$ cat src/tqs_defs.svh
// Constants of the transmit queue scheduling and discard routing block
// Contract
// - Queue port field selects output port 0-3
// - Priority 0 lowest, 3 highest, read-only
// - Queue priority comes from packet DMA
// - CRF queue wins ties at equal priority
// - Length mismatch goes to its discard queue
// - Segment timeout goes to its discard queue
// - Retries above limit go to discard queue
// - Error response goes to its discard queue
// - Failed segment gives error completion code; block gives it only when multiseg is also set
// - Block writes status and pushes descriptor itself
// - Programming error goes to its discard queue
// - Type 11 length/16 above ssize is discarded
`ifndef TQS_DEFS_SVH
`define TQS_DEFS_SVH
// ==========================================================
// Widths
`define TQS_NQ 16
`define TQS_QW 4
`define TQS_QPR 4
`define TQS_DW 32
`define TQS_BW 8
`define TQS_AW 8
`define TQS_IW 6
`define TQS_QID_W 14
`define TQS_LEN_W 16
`define TQS_SSZ_W 12
`define TQS_SEG_SHIFT 4
`define TQS_RTY_W 8
`define TQS_CC_W 4
`define TQS_NEV 6
// ==========================================================
// Register word indices (byte address = index * 4)
`define TQS_IDX_INFO0 6'h00
`define TQS_IDX_INFO1 6'h01
`define TQS_IDX_INFO2 6'h02
`define TQS_IDX_INFO3 6'h03
`define TQS_IDX_DQ0 6'h04
`define TQS_IDX_DQ1 6'h05
`define TQS_IDX_DQ2 6'h06
`define TQS_IDX_RETRY 6'h07
`define TQS_IDX_IST 6'h08
`define TQS_IDX_ICLR 6'h09
`define TQS_IDX_IEN 6'h0a
`define TQS_IDX_LO 2
// ==========================================================
// Field positions, masks, reset values, codes
`define TQS_F_PORT 5:4
`define TQS_F_VC 3
`define TQS_F_CRF 0
`define TQS_F_DQ_HI 29:16
`define TQS_F_DQ_LO 13:0
`define TQS_DQ_MASK 32'h3fff3fff
`define TQS_DQ_RST 32'h00000000
`define TQS_RTY_RST 8'h03
`define TQS_CC_OK 4'h0
`define TQS_CC_ERR 4'h1
`define TQS_RESP_OK 2'h0
`define TQS_RESP_ERR 2'h2
`define TQS_EV_LEN 0
`define TQS_EV_TOUT 1
`define TQS_EV_RETRY 2
`define TQS_EV_ERR 3
`define TQS_EV_PROG 4
`define TQS_EV_SSIZE 5
`endif

$ cat src/tqs_pkg.sv
// Types of the transmit queue scheduling and discard routing block
`include "tqs_defs.svh"
package tqs_pkg;
   typedef logic [`TQS_DW-1:0] tqs_word_t;
   typedef logic [`TQS_QID_W-1:0] tqs_qid_t;
   typedef logic [`TQS_SSZ_W-1:0] tqs_seg_t;
   // Descriptor offered by the packet DMA
   typedef struct packed {
      tqs_word_t ptr;
      logic [`TQS_QW-1:0] queue;
      logic type11;
      logic prog_err;
      logic [`TQS_LEN_W-1:0] msg_len;
      tqs_seg_t ssize;
   } tqs_desc_s;
   // Descriptor sent toward a link port
   typedef struct packed {
      tqs_word_t ptr;
      logic [1:0] port;
      logic [1:0] prio;
      logic crf;
   } tqs_tx_s;
   // Finished message reported by the link side
   typedef struct packed {
      tqs_word_t ptr;
      tqs_qid_t ret_qid;
      logic len_mis;
      logic tout;
      logic [`TQS_RTY_W-1:0] retry_cnt;
      logic err_resp;
      logic multiseg;
      logic seg_fail;
   } tqs_comp_s;
   // Released descriptor with queue and completion code
   typedef struct packed {
      tqs_word_t ptr;
      tqs_qid_t qid;
      logic [`TQS_CC_W-1:0] ccode;
   } tqs_rel_s;
   // Scheduler pick
   typedef struct packed {
      logic [`TQS_QW-1:0] queue;
      logic [1:0] port;
      logic [1:0] prio;
      logic crf;
   } tqs_sched_s;
endpackage : tqs_pkg

$ cat src/tqs_sched_discard.sv
// Transmit queue scheduling and discard routing with AXI4-Lite registers
`timescale 1ns/1ps
`include "tqs_defs.svh"
module tqs_sched_discard #(
   parameter int NQ = `TQS_NQ
) (
   // Clock and reset
   input wire logic aclk,
   input wire logic aresetn,
   // AXI4-Lite slave
   input wire logic s_axi_awvalid,
   output logic s_axi_awready,
   input wire logic [`TQS_AW-1:0] s_axi_awaddr,
   input wire logic s_axi_wvalid,
   output logic s_axi_wready,
   input wire logic [`TQS_DW-1:0] s_axi_wdata,
   input wire logic [3:0] s_axi_wstrb,
   output logic s_axi_bvalid,
   input wire logic s_axi_bready,
   output logic [1:0] s_axi_bresp,
   input wire logic s_axi_arvalid,
   output logic s_axi_arready,
   input wire logic [`TQS_AW-1:0] s_axi_araddr,
   output logic s_axi_rvalid,
   input wire logic s_axi_rready,
   output logic [`TQS_DW-1:0] s_axi_rdata,
   output logic [1:0] s_axi_rresp,
   // Packet DMA queue state
   input wire logic [NQ-1:0] dma_queue_req,
   input wire logic [NQ-1:0][1:0] dma_queue_prio,
   // Scheduler pick
   output logic sched_valid,
   input wire logic sched_ready,
   output tqs_pkg::tqs_sched_s sched,
   // Descriptor in from packet DMA
   input wire logic desc_valid,
   output logic desc_ready,
   input wire tqs_pkg::tqs_desc_s desc,
   // Descriptor out to link ports
   output logic tx_valid,
   input wire logic tx_ready,
   output tqs_pkg::tqs_tx_s tx,
   // Completion from link side
   input wire logic comp_valid,
   output logic comp_ready,
   input wire tqs_pkg::tqs_comp_s comp,
   // Released descriptor to queue manager
   output logic rel_valid,
   input wire logic rel_ready,
   output tqs_pkg::tqs_rel_s rel,
   // Interrupt
   output logic irq
);
   // ==========================================================
   // Register state
   logic [NQ-1:0][1:0] port_reg;
   logic [NQ-1:0] vc_reg;
   logic [NQ-1:0] crf_reg;
   logic [NQ*`TQS_BW-1:0] info_flat;
   tqs_pkg::tqs_word_t dq_reg [3];
   logic [`TQS_RTY_W-1:0] retry_lim_reg;
   logic [`TQS_NEV-1:0] ist_reg;
   logic [`TQS_NEV-1:0] ien_reg;
   logic [`TQS_NEV-1:0] ev;
   logic [`TQS_DW-1:0] rdata_reg;
   logic [1:0] rresp_reg;
   logic [1:0] bresp_reg;
   logic bvalid_reg;
   logic rvalid_reg;
   logic wr_go;
   logic wr_ok;
   logic rd_ok;
   logic [`TQS_IW-1:0] wr_idx;
   logic [`TQS_IW-1:0] rd_idx;
   logic [`TQS_DW-1:0] rd_data;
   tqs_pkg::tqs_qid_t dq_len, dq_tout, dq_retry, dq_err, dq_prog, dq_ssize;
   // Byte-lane merge of a write into a stored word
   function automatic tqs_pkg::tqs_word_t merge(
      input tqs_pkg::tqs_word_t old_w,
      input tqs_pkg::tqs_word_t new_w,
      input logic [3:0] be);
      merge = old_w;
      for (int i = 0; i < 4; i++) begin
         if (be[i]) begin
            merge[i*`TQS_BW +: `TQS_BW] = new_w[i*`TQS_BW +: `TQS_BW];
         end
      end
   endfunction : merge

   // ==========================================================
   // AXI4-Lite handshakes: address and data taken together
   assign wr_go = s_axi_awvalid && s_axi_wvalid && !bvalid_reg;
   assign s_axi_awready = wr_go;
   assign s_axi_wready = wr_go;
   assign s_axi_arready = !rvalid_reg;
   assign wr_idx = s_axi_awaddr[`TQS_AW-1:`TQS_IDX_LO];
   assign rd_idx = s_axi_araddr[`TQS_AW-1:`TQS_IDX_LO];
   assign wr_ok = wr_idx <= `TQS_IDX_IEN;
   assign s_axi_bvalid = bvalid_reg;
   assign s_axi_bresp = bresp_reg;
   assign s_axi_rvalid = rvalid_reg;
   assign s_axi_rdata = rdata_reg;
   assign s_axi_rresp = rresp_reg;
   // Write response
   always_ff @(posedge aclk) begin
      if (!aresetn) begin
         bvalid_reg <= 1'b0;
         bresp_reg <= `TQS_RESP_OK;
      end else if (wr_go) begin
         bvalid_reg <= 1'b1;
         bresp_reg <= wr_ok ? `TQS_RESP_OK : `TQS_RESP_ERR;
      end else if (s_axi_bready) begin
         bvalid_reg <= 1'b0;
      end
   end

   // Read data select; unmapped words read zero with an error
   always_comb begin
      rd_data = '0;
      rd_ok = 1'b1;
      case (rd_idx)
         `TQS_IDX_INFO0: rd_data = info_flat[0*`TQS_DW +: `TQS_DW];
         `TQS_IDX_INFO1: rd_data = info_flat[1*`TQS_DW +: `TQS_DW];
         `TQS_IDX_INFO2: rd_data = info_flat[2*`TQS_DW +: `TQS_DW];
         `TQS_IDX_INFO3: rd_data = info_flat[3*`TQS_DW +: `TQS_DW];
         `TQS_IDX_DQ0: rd_data = dq_reg[0];
         `TQS_IDX_DQ1: rd_data = dq_reg[1];
         `TQS_IDX_DQ2: rd_data = dq_reg[2];
         `TQS_IDX_RETRY: rd_data = tqs_pkg::tqs_word_t'(retry_lim_reg);
         `TQS_IDX_IST: rd_data = tqs_pkg::tqs_word_t'(ist_reg);
         `TQS_IDX_ICLR: rd_data = '0;
         `TQS_IDX_IEN: rd_data = tqs_pkg::tqs_word_t'(ien_reg);
         default: rd_ok = 1'b0;
      endcase
   end
   // Read response
   always_ff @(posedge aclk) begin
      if (!aresetn) begin
         rvalid_reg <= 1'b0;
         rdata_reg <= '0;
         rresp_reg <= `TQS_RESP_OK;
      end else if (s_axi_arvalid && !rvalid_reg) begin
         rvalid_reg <= 1'b1;
         rdata_reg <= rd_data;
         rresp_reg <= rd_ok ? `TQS_RESP_OK : `TQS_RESP_ERR;
      end else if (s_axi_rready) begin
         rvalid_reg <= 1'b0;
      end
   end

   // ==========================================================
   // Per-queue schedule byte, four to a word
   for (genvar q = 0; q < NQ; q++) begin : g_q
      localparam int R = q / `TQS_QPR;
      localparam int B = q % `TQS_QPR;
      logic [`TQS_BW-1:0] wb;
      assign wb = s_axi_wdata[B*`TQS_BW +: `TQS_BW];
      // Priority bits mirror the packet DMA, reserved bits zero
      assign info_flat[q*`TQS_BW +: `TQS_BW] = {2'h0, port_reg[q],
         vc_reg[q], dma_queue_prio[q], crf_reg[q]};
      always_ff @(posedge aclk) begin
         if (!aresetn) begin
            port_reg[q] <= 2'h0;
            vc_reg[q] <= 1'b0;
            crf_reg[q] <= 1'b0;
         end else if (wr_go && s_axi_wstrb[B] &&
                      wr_idx == `TQS_IDX_INFO0 + R) begin
            port_reg[q] <= wb[`TQS_F_PORT];
            vc_reg[q] <= wb[`TQS_F_VC];
            crf_reg[q] <= wb[`TQS_F_CRF];
         end
      end
   end
   // Discard queue ids, retry limit, interrupt enable
   always_ff @(posedge aclk) begin
      if (!aresetn) begin
         dq_reg[0] <= `TQS_DQ_RST;
         dq_reg[1] <= `TQS_DQ_RST;
         dq_reg[2] <= `TQS_DQ_RST;
         retry_lim_reg <= `TQS_RTY_RST;
         ien_reg <= '0;
      end else if (wr_go) begin
         case (wr_idx)
            `TQS_IDX_DQ0: dq_reg[0] <= merge(dq_reg[0], s_axi_wdata,
               s_axi_wstrb) & `TQS_DQ_MASK;
            `TQS_IDX_DQ1: dq_reg[1] <= merge(dq_reg[1], s_axi_wdata,
               s_axi_wstrb) & `TQS_DQ_MASK;
            `TQS_IDX_DQ2: dq_reg[2] <= merge(dq_reg[2], s_axi_wdata,
               s_axi_wstrb) & `TQS_DQ_MASK;
            `TQS_IDX_RETRY: begin
               if (s_axi_wstrb[0]) begin
                  retry_lim_reg <= s_axi_wdata[`TQS_RTY_W-1:0];
               end
            end
            `TQS_IDX_IEN: begin
               if (s_axi_wstrb[0]) begin
                  ien_reg <= s_axi_wdata[`TQS_NEV-1:0];
               end
            end
            default: ;
         endcase
      end
   end

   assign dq_len = dq_reg[0][`TQS_F_DQ_HI];
   assign dq_tout = dq_reg[0][`TQS_F_DQ_LO];
   assign dq_retry = dq_reg[1][`TQS_F_DQ_HI];
   assign dq_err = dq_reg[1][`TQS_F_DQ_LO];
   assign dq_prog = dq_reg[2][`TQS_F_DQ_HI];
   assign dq_ssize = dq_reg[2][`TQS_F_DQ_LO];
   // Sticky status: a set in the clearing cycle survives
   always_ff @(posedge aclk) begin
      if (!aresetn) begin
         ist_reg <= '0;
      end else if (wr_go && wr_idx == `TQS_IDX_ICLR && s_axi_wstrb[0]) begin
         ist_reg <= (ist_reg & ~s_axi_wdata[`TQS_NEV-1:0]) | ev;
      end else begin
         ist_reg <= ist_reg | ev;
      end
   end
   assign irq = |(ist_reg & ien_reg);
   // ==========================================================
   // Scheduler: highest priority, then CRF, then lowest queue
   logic best_ok;
   logic [`TQS_QW-1:0] best_q;
   logic [2:0] best_key;
   tqs_pkg::tqs_sched_s sched_reg;
   logic sched_valid_reg;
   always_comb begin
      best_ok = 1'b0;
      best_q = '0;
      best_key = '0;
      for (int q = 0; q < NQ; q++) begin
         if (dma_queue_req[q] &&
             (!best_ok || {dma_queue_prio[q], crf_reg[q]} > best_key)) begin
            best_ok = 1'b1;
            best_q = q[`TQS_QW-1:0];
            best_key = {dma_queue_prio[q], crf_reg[q]};
         end
      end
   end

   // Pick is held until taken; VC bit plays no part
   always_ff @(posedge aclk) begin
      if (!aresetn) begin
         sched_valid_reg <= 1'b0;
         sched_reg <= '0;
      end else if (!sched_valid_reg || sched_ready) begin
         sched_valid_reg <= best_ok;
         sched_reg.queue <= best_q;
         sched_reg.port <= port_reg[best_q];
         sched_reg.prio <= dma_queue_prio[best_q];
         sched_reg.crf <= crf_reg[best_q];
      end
   end
   assign sched_valid = sched_valid_reg;
   assign sched = sched_reg;
   // ==========================================================
   // Descriptor check and transmit path
   tqs_pkg::tqs_seg_t seg_cnt;
   logic bad_ssize;
   logic desc_bad;
   logic [1:0] sel_port;
   logic [1:0] sel_prio;
   logic tx_valid_reg;
   tqs_pkg::tqs_tx_s tx_reg;
   logic rel_valid_reg;
   tqs_pkg::tqs_rel_s rel_reg;
   tqs_pkg::tqs_rel_s rel_next;
   logic rel_free;
   logic tx_free;
   logic take_comp;
   logic take_bad;
   logic take_good;
   logic comp_fail;
   assign seg_cnt = tqs_pkg::tqs_seg_t'(desc.msg_len >> `TQS_SEG_SHIFT);
   assign bad_ssize = desc.type11 && (seg_cnt > desc.ssize);
   assign desc_bad = desc.prog_err || bad_ssize;
   assign sel_port = port_reg[desc.queue];
   assign sel_prio = dma_queue_prio[desc.queue];
   assign rel_free = !rel_valid_reg || rel_ready;
   assign tx_free = !tx_valid_reg || tx_ready;
   assign take_comp = comp_valid && rel_free;
   assign take_bad = desc_valid && desc_bad && rel_free && !comp_valid;
   assign take_good = desc_valid && !desc_bad && tx_free;
   assign comp_ready = rel_free;
   assign desc_ready = desc_bad ? (rel_free && !comp_valid) : tx_free;
   // Good descriptor goes out on its queue's port
   always_ff @(posedge aclk) begin
      if (!aresetn) begin
         tx_valid_reg <= 1'b0;
         tx_reg <= '0;
      end else if (take_good) begin
         tx_valid_reg <= 1'b1;
         tx_reg.ptr <= desc.ptr;
         tx_reg.port <= sel_port;
         tx_reg.prio <= sel_prio;
         tx_reg.crf <= crf_reg[desc.queue];
      end else if (tx_ready) begin
         tx_valid_reg <= 1'b0;
      end
   end
   assign tx_valid = tx_valid_reg;
   assign tx = tx_reg;
   // ==========================================================
   // Release routing: completions first, then rejected descriptors
   assign comp_fail = comp.len_mis || comp.tout || comp.err_resp ||
      (comp.retry_cnt > retry_lim_reg) || (comp.multiseg && comp.seg_fail);

   always_comb begin
      rel_next = '0;
      ev = '0;
      if (take_comp) begin
         rel_next.ptr = comp.ptr;
         rel_next.qid = comp.ret_qid;
         rel_next.ccode = comp_fail ? `TQS_CC_ERR : `TQS_CC_OK;
         if (comp.len_mis) begin
            rel_next.qid = dq_len;
            ev[`TQS_EV_LEN] = 1'b1;
         end else if (comp.tout) begin
            rel_next.qid = dq_tout;
            ev[`TQS_EV_TOUT] = 1'b1;
         end else if (comp.retry_cnt > retry_lim_reg) begin
            rel_next.qid = dq_retry;
            ev[`TQS_EV_RETRY] = 1'b1;
         end else if (comp.err_resp) begin
            rel_next.qid = dq_err;
            ev[`TQS_EV_ERR] = 1'b1;
         end
      end else if (take_bad) begin
         rel_next.ptr = desc.ptr;
         rel_next.ccode = `TQS_CC_ERR;
         if (desc.prog_err) begin
            rel_next.qid = dq_prog;
            ev[`TQS_EV_PROG] = 1'b1;
         end else begin
            rel_next.qid = dq_ssize;
            ev[`TQS_EV_SSIZE] = 1'b1;
         end
      end
   end

   // The block itself pushes the released descriptor
   always_ff @(posedge aclk) begin
      if (!aresetn) begin
         rel_valid_reg <= 1'b0;
         rel_reg <= '0;
      end else if (take_comp || take_bad) begin
         rel_valid_reg <= 1'b1;
         rel_reg <= rel_next;
      end else if (rel_ready) begin
         rel_valid_reg <= 1'b0;
      end
   end

   assign rel_valid = rel_valid_reg;
   assign rel = rel_reg;
endmodule : tqs_sched_discard
$ cat config.mk
export PLATFORM = sky130hd
export DESIGN_NAME = tqs_sched_discard
export DESIGN_NICKNAME = d
export VERILOG_FILES = /design/src/tqs_pkg.sv /design/src/tqs_sched_discard.sv
export VERILOG_INCLUDE_DIRS = /design/src
export SDC_FILE = /design/constraint.sdc
export NUM_CORES = 1
export LEC_CHECK = 0
export BUFFER_PORTS_ARGS = -buffer_cell sky130_fd_sc_hd__buf_2
export CAP_MARGIN = 20
export CORE_UTILIZATION = 45
export CTS_CLUSTER_DIAMETER = 40
export DETAILED_ROUTE_END_ITERATION = 8
export HOLD_SLACK_MARGIN = 0.02
export PLACE_DENSITY = 0.68
export SLEW_MARGIN = 40
export SYNTH_ARGS = -nofsm -noshare
export SYNTH_HDL_FRONTEND = slang
export SYNTH_SLANG_ARGS = --single-unit
$ cat constraint.sdc
create_clock -name aclk -period 65.3 [get_ports aclk]
set_input_delay 9.795 -clock aclk [delete_from_list [all_inputs] [get_ports aclk]]
set_output_delay 9.795 -clock aclk [all_outputs]
set_load 0.1 [all_outputs]
==> impl_metrics.py <==
metrics = {
    "critical_path": {
        "cpPeakStageDelay_ns": 0.74,
        "critPathTopFamily": "compound AO/OA/AOI/OAI gates",
        "crit_top_cell": "ha_1",
        "path_buf_inv": 4,
        "worstSetupStartpointType": "input port",
        "r2r_cells": 107,
        "crit_required_ns": 65.69,
        "cp-end-kind": "flop",
        "critPathArrivalTime_ns": 34.61,
        "crit_cells": 108,
        "worstSetupPathType": "in2reg",
        "crit_fanout": 23,
        "critPathSlowestCell": "a2111oi_1",
    },
    "timing": {
        "finalSetupViolCount": 0,
        "fin_crit_sh_pct": 52.41,
        "skew_ns": 0.01382,
        "relSlewSlack_pct": 39.90,
        "tightest_slew_ns": 0.8921,
        "tns_ns": 0,
        "rsz0062_at_grt": "false",
        "period_minus_slack_ns": 34.22,
        "final_max_slew_viol_count": 0,
        "timing.fmax_ghz": 0.02922,
        "hold_violations": 0,
    },
    "placement": {
        "hpwl_um": 44280,
        "portBuffers": 358,
        "place.gp.congestion": 0.9344,
    },
    "floorplanning": {
        "pin_count": 380,
        "initial_core_util_pct": 45.69,
        "num_rows": 70,
        "die_h_um": 194.6,
        "coreArea_um2": 36520,
        "die_w_um": 194.6,
        "die_area_um2": 37850,
    },
    "cells_and_area": {
        "nets": 2458,
        "area_growth_pct": 22.47,
        "drive_above_1_share_pct": 25.17,
        "fin_util_pct": 55.95,
        "largest_reg_flops": 84,
    },
    "logic_synthesis": {
        "yosysTopAreaCellShare_pct": 25.43,
        "yosys.area_share.adder_pct": 4.274,
        "ys_ff_latch": 296,
        "synth_area_leaders": "dfxtp_1, edfxtp_1, mux2i_1, nor2_1, a21oi_1",
        "synth-seq-area-share_pct": 40.55,
        "synth-compound-area-share_pct": 19.77,
        "synth-async-reset-ratio_pct": 0,
        "syn_area_um2": 16690,
        "synthSimpleGateAreaFrac_pct": 16.30,
        "ys_warn_count": 0,
        "synthMuxAreaShare_pct": 14.69,
        "synth_cell_types": 88,
        "yosysTopAreaCell": "dfxtp_1",
        "syn_inst": 1846,
        "synth-edff-count": 84,
        "synth_top_family_by_area": "compound AO/OA/AOI/OAI gates",
        "synth-xor-area-share_pct": 0,
        "ys.flop_type": "dfxtp_1",
        "synth_area_per_cell_um2": 9.039,
    },
    "global_route": {
        "grt_pass1_vias": 15340,
        "gr-usage-met2_pct": 50.39,
        "gr-usage-met1_pct": 40.36,
        "antenna_found_initial": 5,
        "grt_pass1_wl_um": 90340,
        "grt.busiest_layer": "met2",
        "use_met3_pct": 5.431,
        "grt_use_total_pct": 30.94,
        "grt_max_degree": 105,
        "overflow": 0,
    },
    "clock_tree": {
        "cts_sinks": 296,
        "root_buffer": "clkbuf_16",
        "htreeDepth": 2,
        "worstSkewPairLatency_ns": 0.55,
        "clk_pin_slew_ns": 0.06,
        "clockBufferDepth": 3,
        "cts_buffers": 45,
        "cts_tree": "done",
        "cts_resized": 0,
        "ctsHoldBuffers": 0,
        "cts_setup_buffers": 0,
    },
    "power_and_ir_drop": {
        "peakVddDrop_uv": 20.20,
        "p_total_mw": 0.7178,
        "p_per_area_nw_per_um2": 35.12,
        "p_leak_nw": 8.812,
    },
    "detailed_routing": {
        "wl_per_cell_um": 22.51,
        "wl_um": 60140,
        "postRouteAntennaNets": 0,
        "vias_per_cell": 5.993,
        "drc": 0,
        "via_count": 16010,
        "firstDrtPassIters": 6,
        "drt_iter0_drc": 1513,
    },
    "run_status": {
        "status": "finished clean",
    },
    "job": {
        "cap_violations": 0,
    },
    "worst_hold_path": {
        "hold-path-cell-count": 2,
        "hp-class": "reg2reg",
    },
}
==> worst register-to-register path, delay by kind of cell (launching register included) <==
family / cells / cell delay [ns]
AO/OA/AOI/OAI: 61 / 13.59
AND/OR/NAND/NOR: 23 / 5.08
adder cells (fa/ha/maj): 15 / 3.97
multiplexers: 5 / 1.70
flip-flops: 1 / 0.52
buffers and inverters: 3 / 0.17
==> worst paths after layout <==
check,from,endpoint,slack (ns)
worst max-delay path,dma_queue_req[0],sched[0],31.08
worst min-delay path,rel[30],rel[30],0.45
worst max register to register,crf_reg[0],sched[0],40.10
worst min register to register,rel[30],rel[30],0.45
==> power breakdown <==
group          internal, mW  total (mW)  leakage (nW)  switching [mW]
combinational        0.0830       0.265          5.41           0.182
sequential            0.197       0.201          2.63         0.00447
clock                 0.156       0.252         0.771          0.0962
total                 0.435       0.718          8.81           0.282
==> final cells by class <==
| class | instances | area, um2 |
|---|---|---|
| multi-input combinational | 1378 | 9266 |
| sequential | 296 | 6766 |
| inverter | 64 | 245.2 |
| tap | 468 | 585.6 |
| clock inverter | 30 | 374.1 |
| fill | 3314 | 16090 |
| antenna | 3 | 7.507 |
| timing repair buffer | 379 | 1957 |
| clock buffer | 54 | 1234 |
==> stage by stage <==
stage | area (um2) | setup WS [ns] | hold WS [ns] | instances
finish | 20440 | 31.08 | 0.4505 | 2672
global route | 20440 | 29.38 | 0.4704 | 2672
CTS | 20420 | 31.45 | 0.4513 | 2669
detailed placement | 18810 | 30.99 | 0.4435 | 2585
global placement | 18780 | 31.29 | 0.4392 | 2583
floorplan | 16720 | 34.78 | 0.4364 | 1854
==> layout by cell type, fill, tap and decap left out, types with 12 or more instances in the layout <==
master	n
buf_4	19
a21o_1	12
nor3_1	18
nand2_1	178
and2_1	35
a211oi_1	22
dfxtp_1	212
buf_2	358
and3_1	21
nand3_1	31
ha_1	57
mux2i_1	156
nor2b_1	15
a21oi_1	173
mux4_2	30
mux2_2	12
a22oi_1	85
o21ai_0	76
a31oi_1	29
inv_1	62
nor2_1	231
clkbuf_16	48
edfxtp_1	84
==> kinds of logic (layout without fill, tap and decap cells) <==
kind of cell	Yosys count	count (layout)
buffers and inverters	180	527
other	1	12
adder cells (fa/ha/maj)	57	57
AND/OR/NAND/NOR	598	598
flip-flops	296	296
AO/OA/AOI/OAI	510	510
multiplexers	204	204
==> layer usage <==
metal | vias up | share of wire [%]
met2 | 818 | 47
li1 | 7384 | -
met3 | 171 | 8.5
met5 | - | 0.047
met4 | 4 | 3.9
met1 | 7635 | 40
==> Yosys cell counts, types with 30 or more instances <==
cell      count
dfxtp_1     212
clkbuf_1     91
nand3_1      31
a21oi_1     173
a22oi_1      86
inv_1        63
nor2_1      234
o21ai_0      77
nand2_1     179
edfxtp_1     84
mux4_2       30
and2_1       38
mux2i_1     156
a31oi_1      30
ha_1         57
Power figures use the tool's default switching activity.
